<file path="config.mk">
export PLATFORM = sky130hd
export DESIGN_NAME = lsfs_supervisor
export DESIGN_NICKNAME = d
export VERILOG_FILES = /design/src/hw/lsfs_pkg.sv /design/src/hw/lsfs_sync_if.sv /design/src/hw/lsfs_sync.sv /design/src/hw/lsfs_supervisor.sv
export SDC_FILE = /design/constraint.sdc
export NUM_CORES = 1
export LEC_CHECK = 0
export BUFFER_PORTS_ARGS = -buffer_cell sky130_fd_sc_hd__buf_2
export CORE_AREA = 10 10 144 146
export DETAILED_ROUTE_END_ITERATION = 12
export DIE_AREA = 0 0 154 156
export GPL_TIMING_DRIVEN = 0
export PLACE_DENSITY = 0.66
export SYNTH_ARGS = -nofsm -noshare
export SYNTH_HDL_FRONTEND = slang
export SYNTH_SLANG_ARGS = --single-unit
</file>
<file path="constraint.sdc">
create_clock -name mclk -period 8.65 [get_ports mclk]
set_input_delay 0 -clock mclk [delete_from_list [all_inputs] [get_ports mclk]]
set_output_delay 0 -clock mclk [all_outputs]
set_load 0.02 [all_outputs]
</file>
<file path="src/hw/lsfs_pkg.sv">
// Constants, timing counts and state type for the LED boost fault supervisor
package lsfs_pkg;
   // ----------------------------------------------------------------
   // Clock and geometry
   // ----------------------------------------------------------------
   localparam int unsigned CLK_HZ = 125_000_000;
   localparam int unsigned NUM_CH = 4;
   localparam int unsigned CODE_W = 8;
   localparam int unsigned TIMER_W = 27;
   localparam int unsigned SYNC_W = 4 + 4 * NUM_CH + 2;
   // ----------------------------------------------------------------
   // Adaptive target codes
   // ----------------------------------------------------------------
   localparam logic [CODE_W-1:0] CODE_MIN = 8'h00;
   localparam logic [CODE_W-1:0] CODE_MAX = 8'hFF;
   // Scale 0.88 of full range, 224.4 truncated
   localparam logic [CODE_W-1:0] CODE_INIT = 8'hE0;
   // ----------------------------------------------------------------
   // Times in their own units and derived cycle counts
   // ----------------------------------------------------------------
   localparam int unsigned RECOVERY_MS = 100;
   localparam int unsigned SOFT_START_MS = 65;
   localparam int unsigned BOOST_START_MS = 50;
   localparam int unsigned FB_OVP_MS = 560;
   localparam int unsigned STANDBY_US = 50;
   localparam int unsigned PULSE_MIN_US = 2;
   localparam int unsigned PULSE_MAX_US = 20;
   localparam int unsigned STEP_US = 1;
   localparam int unsigned RECOVERY_CYC = (CLK_HZ / 1000) * RECOVERY_MS;
   localparam int unsigned SOFT_START_CYC = (CLK_HZ / 1000) * SOFT_START_MS;
   localparam int unsigned BOOST_START_CYC = (CLK_HZ / 1000) * BOOST_START_MS;
   localparam int unsigned FB_OVP_CYC = (CLK_HZ / 1000) * FB_OVP_MS;
   localparam int unsigned STANDBY_CYC = (CLK_HZ / 1000000) * STANDBY_US;
   // Least time rounds up, longest time rounds down
   localparam int unsigned PULSE_MIN_CYC = (CLK_HZ * PULSE_MIN_US + 999999) / 1000000;
   localparam int unsigned PULSE_MAX_CYC = (CLK_HZ / 1000000) * PULSE_MAX_US;
   localparam int unsigned STEP_CYC = (CLK_HZ / 1000000) * STEP_US;
   // ----------------------------------------------------------------
   // Sequencer states
   // ----------------------------------------------------------------
   typedef enum logic [2:0] {
      ST_STANDBY,
      ST_SOFT_START,
      ST_BOOST_START,
      ST_NORMAL,
      ST_RECOVERY
   } lsfs_state_e;
endpackage

</file>
<file path="src/hw/lsfs_sync_if.sv">
// Bundle of raw comparator, enable and PWM levels and their synchronised copies
`timescale 1ns/10ps
`default_nettype none
interface lsfs_sync_if #(parameter int W = 1);
   logic [W-1:0] raw;
   logic [W-1:0] synced;
   modport src (output raw, input synced);
   modport dst (input raw, output synced);
endinterface
`default_nettype wire

</file>
<file path="src/hw/lsfs_sync.sv">
// Two-flop synchroniser for a bundle of asynchronous levels
`timescale 1ns/10ps
`default_nettype none
module lsfs_sync
(
   input wire logic mclk,
   input wire logic srst,
   lsfs_sync_if.dst bus
);
   logic [$bits(bus.raw)-1:0] stage1;
   logic [$bits(bus.raw)-1:0] stage2;
   logic [$bits(bus.raw)-1:0] next_stage1;
   logic [$bits(bus.raw)-1:0] next_stage2;

   always_comb
   begin
      next_stage1 = bus.raw;
      next_stage2 = stage1;
      if (srst)
      begin
         next_stage1 = '0;
         next_stage2 = '0;
      end
   end

   always_ff @(posedge mclk)
   begin
      stage1 <= next_stage1;
      stage2 <= next_stage2;
   end

   assign bus.synced = stage2;
endmodule // lsfs_sync
`default_nettype wire

</file>
<file path="src/hw/lsfs_supervisor.sv">
// Start-up sequencer, adaptive boost target, fault supervisor and PWM gating
//
// Notes on behaviour
// RULE_01: Raise target when any live channel reads low.
// RULE_02: Lower target when all live channels sit high.
// RULE_03: Hold target while lowest channel is regulated.
// RULE_04: Target spans zero to full; starts at 0.88.
// RULE_05: Grounded sinks found at start-up, then excluded.
// RULE_06: Sink gating mirrors the brightness PWM input.
// RULE_07: Supply undervoltage shuts down, enters recovery.
// RULE_08: Recovery lasts 100 ms, then restart.
// RULE_09: Supply overvoltage shuts down, enters recovery.
// RULE_10: Feedback overvoltage in normal enters recovery.
// RULE_11: Switch-node overvoltage shuts down, enters recovery.
// RULE_12: Each channel has low, mid, high comparators.
// RULE_13: Any LED fault pulls fault pin low.
// RULE_14: Open string: target at max, channel low.
// RULE_15: Open channel disabled; others keep running.
// RULE_16: Short string: high while another regulates.
// RULE_17: Short enable pulse clears LED faults.
// RULE_18: Feedback overvoltage must persist beyond 560 ms.
// RULE_19: Reaching normal after recovery releases fault pin.
// RULE_20: Comparator inputs synchronised before use.
// RULE_21: Recovery keeps everything off, timer not restarted.
`timescale 1ns/10ps
`default_nettype none
module lsfs_supervisor #(
   parameter int unsigned RECOVERY_CYC = lsfs_pkg::RECOVERY_CYC,
   parameter int unsigned SOFT_START_CYC = lsfs_pkg::SOFT_START_CYC,
   parameter int unsigned BOOST_START_CYC = lsfs_pkg::BOOST_START_CYC,
   parameter int unsigned FB_OVP_CYC = lsfs_pkg::FB_OVP_CYC,
   parameter int unsigned STANDBY_CYC = lsfs_pkg::STANDBY_CYC,
   parameter int unsigned STEP_CYC = lsfs_pkg::STEP_CYC
)
(
   input wire logic mclk,
   input wire logic srst,
   input wire logic supplyUnderV,
   input wire logic supplyOverV,
   input wire logic feedbackOverV,
   input wire logic switchNodeOverV,
   input wire logic [lsfs_pkg::NUM_CH-1:0] chanBelowLow,
   input wire logic [lsfs_pkg::NUM_CH-1:0] chanAboveMid,
   input wire logic [lsfs_pkg::NUM_CH-1:0] chanAboveHigh,
   input wire logic [lsfs_pkg::NUM_CH-1:0] chanGrounded,
   input wire logic enableInput,
   input wire logic pwmInput,
   output logic boostEnable,
   output logic powerLineEnable,
   output logic [lsfs_pkg::NUM_CH-1:0] ledSinkChannel,
   output logic [lsfs_pkg::CODE_W-1:0] targetCode,
   output logic faultPinOut,
   output logic faultPinOe,
   output logic [lsfs_pkg::NUM_CH-1:0] openStringFault,
   output logic [lsfs_pkg::NUM_CH-1:0] shortedStringFault,
   output logic [lsfs_pkg::NUM_CH-1:0] groundedChannel,
   output logic [2:0] stateCode
);
   localparam int unsigned N = lsfs_pkg::NUM_CH;
   localparam int unsigned TW = lsfs_pkg::TIMER_W;

   // ----------------------------------------------------------------
   // Input synchronisation
   // ----------------------------------------------------------------
   lsfs_sync_if #(.W(lsfs_pkg::SYNC_W)) syncBus ();
   assign syncBus.raw = {supplyUnderV, supplyOverV, feedbackOverV, switchNodeOverV,
                         chanBelowLow, chanAboveMid, chanAboveHigh, chanGrounded,
                         enableInput, pwmInput};
   lsfs_sync uSync (
      .mclk(mclk),
      .srst(srst),
      .bus(syncBus.dst)
   ); // RULE_20

   logic uvS, ovS, fbS, swS, enS, pwmS;
   logic [N-1:0] lowS, midS, highS, gndS;
   assign {uvS, ovS, fbS, swS, lowS, midS, highS, gndS, enS, pwmS} = syncBus.synced;

   // ----------------------------------------------------------------
   // State
   // ----------------------------------------------------------------
   lsfs_pkg::lsfs_state_e state, next_state;
   logic [TW-1:0] timer, next_timer;
   logic [TW-1:0] fbCnt, next_fbCnt;
   logic [TW-1:0] enLowCnt, next_enLowCnt;
   logic [TW-1:0] stepCnt, next_stepCnt;
   logic stepTick, next_stepTick;
   logic faultHold, next_faultHold;
   logic [lsfs_pkg::CODE_W-1:0] next_targetCode;
   logic [N-1:0] next_open, next_short, next_grounded, next_sink;
   logic next_boostEnable, next_powerLineEnable, next_faultPinOe;

   logic [N-1:0] live;
   logic anyLow, anyWindow, allHigh, supplyTrip, fbTrip, enLongLow, pulseClear;

   always_comb
   begin
      live = ~groundedChannel & ~openStringFault & ~shortedStringFault;
      anyLow = |(live & lowS);
      // Window: above low, not above mid, the regulated point
      anyWindow = |(live & ~lowS & ~midS);
      allHigh = (live != '0) && ((live & ~midS) == '0);
      supplyTrip = (uvS | ovS | swS) && (state == lsfs_pkg::ST_SOFT_START
                   || state == lsfs_pkg::ST_BOOST_START || state == lsfs_pkg::ST_NORMAL);
      fbTrip = (state == lsfs_pkg::ST_NORMAL) && fbS && (fbCnt >= TW'(FB_OVP_CYC)); // RULE_18
      enLongLow = !enS && (enLowCnt >= TW'(STANDBY_CYC));
      pulseClear = (state == lsfs_pkg::ST_NORMAL) && enS
                   && (enLowCnt >= TW'(lsfs_pkg::PULSE_MIN_CYC))
                   && (enLowCnt <= TW'(lsfs_pkg::PULSE_MAX_CYC)); // RULE_17
   end

   always_comb
   begin
      next_state = state;
      next_timer = timer + TW'(1);
      next_faultHold = faultHold;
      next_targetCode = targetCode;
      next_open = openStringFault;
      next_short = shortedStringFault;
      next_grounded = groundedChannel;
      next_fbCnt = (fbS && state == lsfs_pkg::ST_NORMAL)
                   ? ((fbCnt >= TW'(FB_OVP_CYC)) ? fbCnt : fbCnt + TW'(1)) : '0;
      next_enLowCnt = enS ? '0 : ((enLowCnt >= TW'(STANDBY_CYC)) ? enLowCnt : enLowCnt + TW'(1));
      next_stepTick = (stepCnt == TW'(STEP_CYC - 1));
      next_stepCnt = next_stepTick ? '0 : stepCnt + TW'(1);
      case (state)
         lsfs_pkg::ST_STANDBY:
         begin
            next_timer = '0;
            next_open = '0;
            next_short = '0;
            next_grounded = '0;
            next_faultHold = 1'b0;
            if (enS)
            begin
               next_state = lsfs_pkg::ST_SOFT_START;
            end
         end
         lsfs_pkg::ST_SOFT_START, lsfs_pkg::ST_BOOST_START:
         begin
            if (supplyTrip)
            begin
               next_state = lsfs_pkg::ST_RECOVERY; // RULE_07 RULE_09 RULE_11
               next_timer = '0;
               next_faultHold = 1'b1;
            end
            else if (enLongLow)
            begin
               next_state = lsfs_pkg::ST_STANDBY;
            end
            else if (state == lsfs_pkg::ST_SOFT_START && timer == TW'(SOFT_START_CYC - 1))
            begin
               next_state = lsfs_pkg::ST_BOOST_START;
               next_timer = '0;
               next_targetCode = lsfs_pkg::CODE_INIT; // RULE_04
            end
            else if (state == lsfs_pkg::ST_BOOST_START && timer == TW'(BOOST_START_CYC - 1))
            begin
               next_state = lsfs_pkg::ST_NORMAL;
               next_grounded = gndS; // RULE_05
               next_faultHold = 1'b0; // RULE_19
            end
         end
         lsfs_pkg::ST_NORMAL:
         begin
            if (supplyTrip || fbTrip)
            begin
               next_state = lsfs_pkg::ST_RECOVERY; // RULE_07 RULE_09 RULE_10 RULE_11
               next_timer = '0;
               next_faultHold = 1'b1;
            end
            else if (enLongLow)
            begin
               next_state = lsfs_pkg::ST_STANDBY;
            end
            else
            begin
               // A detection in the clearing cycle survives the clear
               next_open = openStringFault & ~{N{pulseClear}};
               next_short = shortedStringFault & ~{N{pulseClear}};
               if (stepTick && enS)
               begin
                  if (targetCode == lsfs_pkg::CODE_MAX)
                  begin
                     next_open = next_open | (live & lowS); // RULE_14 RULE_15
                  end
                  if (anyWindow)
                  begin
                     next_short = next_short | (live & highS); // RULE_12 RULE_16
                  end
                  if (anyLow)
                  begin
                     if (targetCode != lsfs_pkg::CODE_MAX)
                     begin
                        next_targetCode = targetCode + 8'h01; // RULE_01
                     end
                  end
                  else if (allHigh)
                  begin
                     if (targetCode != lsfs_pkg::CODE_MIN)
                     begin
                        next_targetCode = targetCode - 8'h01; // RULE_02
                     end
                  end
                  // Otherwise the lowest channel sits in the window: hold RULE_03
               end
            end
         end
         lsfs_pkg::ST_RECOVERY:
         begin
            // Trips are ignored here so the timer runs undisturbed RULE_21
            if (timer == TW'(RECOVERY_CYC - 1))
            begin
               next_state = lsfs_pkg::ST_SOFT_START; // RULE_08
               next_timer = '0;
               next_open = '0;
               next_short = '0;
            end
         end
         default:
         begin
            next_state = lsfs_pkg::ST_STANDBY;
            next_timer = '0;
         end
      endcase
      next_boostEnable = (next_state == lsfs_pkg::ST_BOOST_START)
                         || (next_state == lsfs_pkg::ST_NORMAL); // RULE_21
      next_powerLineEnable = (next_state == lsfs_pkg::ST_SOFT_START) || next_boostEnable;
      // Sinks follow the brightness PWM after the sync latency plus one output register
      next_sink = (next_state == lsfs_pkg::ST_NORMAL && enS && pwmS)
                  ? (~next_grounded & ~next_open & ~next_short) : '0; // RULE_06 RULE_15
      next_faultPinOe = next_faultHold || (next_open != '0) || (next_short != '0); // RULE_13
      if (srst)
      begin
         next_state = lsfs_pkg::ST_STANDBY;
         next_timer = '0;
         next_fbCnt = '0;
         next_enLowCnt = '0;
         next_stepCnt = '0;
         next_stepTick = 1'b0;
         next_faultHold = 1'b0;
         next_targetCode = lsfs_pkg::CODE_INIT;
         next_open = '0;
         next_short = '0;
         next_grounded = '0;
         next_sink = '0;
         next_boostEnable = 1'b0;
         next_powerLineEnable = 1'b0;
         next_faultPinOe = 1'b0;
      end
   end

   always_ff @(posedge mclk)
   begin
      state <= next_state;
      timer <= next_timer;
      fbCnt <= next_fbCnt;
      enLowCnt <= next_enLowCnt;
      stepCnt <= next_stepCnt;
      stepTick <= next_stepTick;
      faultHold <= next_faultHold;
      targetCode <= next_targetCode;
      openStringFault <= next_open;
      shortedStringFault <= next_short;
      groundedChannel <= next_grounded;
      ledSinkChannel <= next_sink;
      boostEnable <= next_boostEnable;
      powerLineEnable <= next_powerLineEnable;
      faultPinOe <= next_faultPinOe;
      faultPinOut <= 1'b0;
      stateCode <= next_state;
   end

   logic normTick;
   assign normTick = (state == lsfs_pkg::ST_NORMAL) && stepTick && enS && !supplyTrip
                     && !fbTrip && !enLongLow;
endmodule // lsfs_supervisor
`default_nettype wire

</file>
==> impl_results.md <==
* Outcome: finished clean
* Largest net degree at the start of global routing at 17
* Arr. time, crit path at slightly below 4000 ps
* Tot Pwr at 1.71 mW
* Worst setup SP type: flop
* Max Cap Viol at 0
* Reg power frac at 50.7%
* Pint at 1.33 mW
* Commonest non-fill, non-tap cells in the layout: dfxtp_1, nor2_1, buf_2, xor2_1, nor2b_1
* Mapped Nets at about 900
* Layout area overhead at 17.3%
* Post-Syn Area per Cell at 9.15 µm²
* WL/cell at 14.7 µm
* CP Max Fanout at 9
* Gr ovfl total at 0
* Synth Cell Area at 7880 µm²
* DR top layer: met4
* Clock-pin slew on the worst setup and hold paths at 70 ps
* Overall Global Routing Usage at 14.7%
* CTS sink count at 184
* Rel. slew slack at 24.2%
* Fmax at 279 MHz
* DRC violations left at 0
* Final Critical Period at between 3000 and 4000 ps
* Vias at 6266
* Starting Density at 44.1%
* Vias in the first global route at approximately 5.9k
* Commonest non-fill, non-tap cell in the layout: dfxtp_1
* Max Slew Vio Count at 0
* Period utilisation layout at 41.4%
* Clock power share at 45.4%
* Ports at 55
* Nets at approximately 990
* HP Class: in -> reg
* Area of placed instances at roughly 8400 µm²
* Net Sw Power at between 300 and 400 µW
* WS Path Type: reg -> reg
* Synth area leaders: dfxtp_1, nor2_1, xor2_1
* CTS root buffer: clkbuf_16
* # fillers at 1642
* Final Hold Viols at 0
* Main synth FF type: dfxtp_1
* Met3 routed WL at 852 µm
* Final clock skew at between 6 and 7 ps
* Placement Setup Slack at 4670 ps
* Antenna violations before repair at 0
* Seq/Total Area, Yosys at 46.8%
* Iteration-0 DRC Markers at 353
* Synth cell types at 77
* Unrepaired setup endpoints after global routing: no
* Row Count at 49
* Worst VDD drop at approximately 0.00017 V
* Gate power share at 3.9%
* Clock latency on the worst-skew pair at around 430 ps
* #FFs+latches synth at approximately 180
* EDFF count, synth at 0
* CTS Buf Count at 17
* Max clock buf depth at 2
* Slew @ Worst Pin at 1130 ps
* PwrDens at 185 nW/µm²
* FF/Latch Area at 3680 µm²
* Routability Congestion at 0.868
* Setup_tns at 0 ps
* Setup WS post-layout at 5070 ps
* Cell taking the most area after synthesis: dfxtp_1
* Core Footprint at 17800 µm²
* First-pass GRT wire length at 29600 µm
* Share of post-route cells with drive strength above 1 at a little under an eighth
* WL met2 at 7940 µm
* Drt first pass iters at 4
* Async SR Flop Fraction at 0%
* Vias per cell at 5.23
* Type of element capturing the critical path: flop
* Drt total wl at 17600 µm
* Post-synthesis cell count at 861
* Area of the multi-input gates at 4010 µm²
* Number of synthesis warnings at 0
* Setup violators final at 0
* TritonCTS clock tree: done
* Post-synth top area share at approximately 47%
* N_diodes at 0
* DIE WIDTH at around 150 µm
* Fin area at 9240 µm²
* Die Y at 156 µm
* WL met1 at 8590 µm
* Leak at roughly 3.4 nW
* Sw Share at ~22%
* CTS H-tree lvls at 4
* Critical path required time at 8950 ps
* Port Buffer Count at 53
* ANT nets after route at 0
* DIE AREA at 24000 µm²
* Dpl hpwl at 12500 µm
-- Yosys cell counts (8+ instances only) --
master,count
dfxtp_1,184
a22o_1,8
and3_1,12
ha_1,13
nand4_1,21
nor2b_1,47
and4_1,9
xnor2_1,37
xor2_1,48
nor3_1,24
a21oi_1,21
nand2_1,44
or3_1,13
nand3_1,45
inv_1,21
clkbuf_1,22
and2_1,23
nor2_1,132
o21ai_0,10
nor4_1,18
-- worst max-delay path, cell delays in order, from the launching register on --
cell and delay [ps]:
dfxtp_1 430, nor3_1 160, a22o_1 260, a211oi_2 630, ha_1 360, a21o_1 190, a211oi_1 240, nor2_1 100
o41ai_1 490, xnor2_1 200, nor4bb_1 300, o31ai_2 80
-- flip-flops by register name, indices dropped and copies added (netlist names) --
signal,count
uSync.stage1,22
boostEnable,1
uSync.bus.synced,22
stepCnt,27
stepTick,1
ledSinkChannel,4
fbCnt,27
timer,27
targetCode,8
faultHold,1
powerLineEnable,1
enLowCnt,27
openStringFault,4
state,3
shortedStringFault,4
groundedChannel,4
faultPinOe,1
-- layout make-up --
type                    count  area share [%]
multi-input cells         629            43.4
flip-flops and latches    184            39.9
repair buffers             75            5.25
clock buffers              19            4.79
well taps                 229            3.10
clock inverters            13            1.57
plain buffers              26            1.14
inverters                  22           0.894
-- cells by family (layout without fill, tap and decap cells) --
group / Yosys count / in the layout / synth area share, %
xor+xnor: 85 / 85 / 9.45
other cells: 1 / 1 / 0.0476
flops: 184 / 184 / 46.8
fa+ha+maj: 14 / 14 / 2.32
compound gates: 93 / 93 / 8.80
simple gates: 427 / 427 / 29.1
buf+inv: 48 / 155 / 2.38
mux: 9 / 9 / 1.18
-- layer usage --
layer | global-route usage, % | vias up
met5 | 0 | -
met4 | 3.78 | 0
met3 | 4.25 | 14
met2 | 23.0 | 129
met1 | 19.4 | 2924
li1 | - | 3199
-- power by group through the flow --
| stage | clock network (mW) | logic [mW] | registers [mW] |
|---|---|---|---|
| CTS | 0.796 | 0.0663 | 0.866 |
| global route | 0.829 | 0.0741 | 0.867 |
| global placement | 0 | 0.0579 | 0.885 |
| detailed placement | 0 | 0.0582 | 0.886 |
| finish | 0.776 | 0.0666 | 0.866 |
| floorplan | 0 | 0.0405 | 0.884 |
-- stage by stage --
step           utilization [%]  hold slack, ps  cells
2_1_floorplan                -             128    861
4_1_cts                   51.8             123   1197
6_report                  51.8             141   1197
3_3_place_gp              47.2             212   1143
5_1_grt                   51.8             178   1197
3_5_place_dp              47.2             213   1143
-- path summary, 6_finish.rpt --
kind                 startpoint                   end  slack [ps]  cells after the start
max          groundedChannel[0]         targetCode[7]        5070                     11
min                        srst           enLowCnt[0]         140                      4
max reg2reg  groundedChannel[0]         targetCode[7]        5070                     11
min reg2reg    uSync.stage1[16]  uSync.bus.synced[16]         440                      1
-- repair_timing --
item,CTS,global route
hold buffers,22,0
setup buffers,0,0
resized for setup,0,0
endpoints found under the hold margin,22,0
Note: power is estimated with default switching activity, not from simulation.
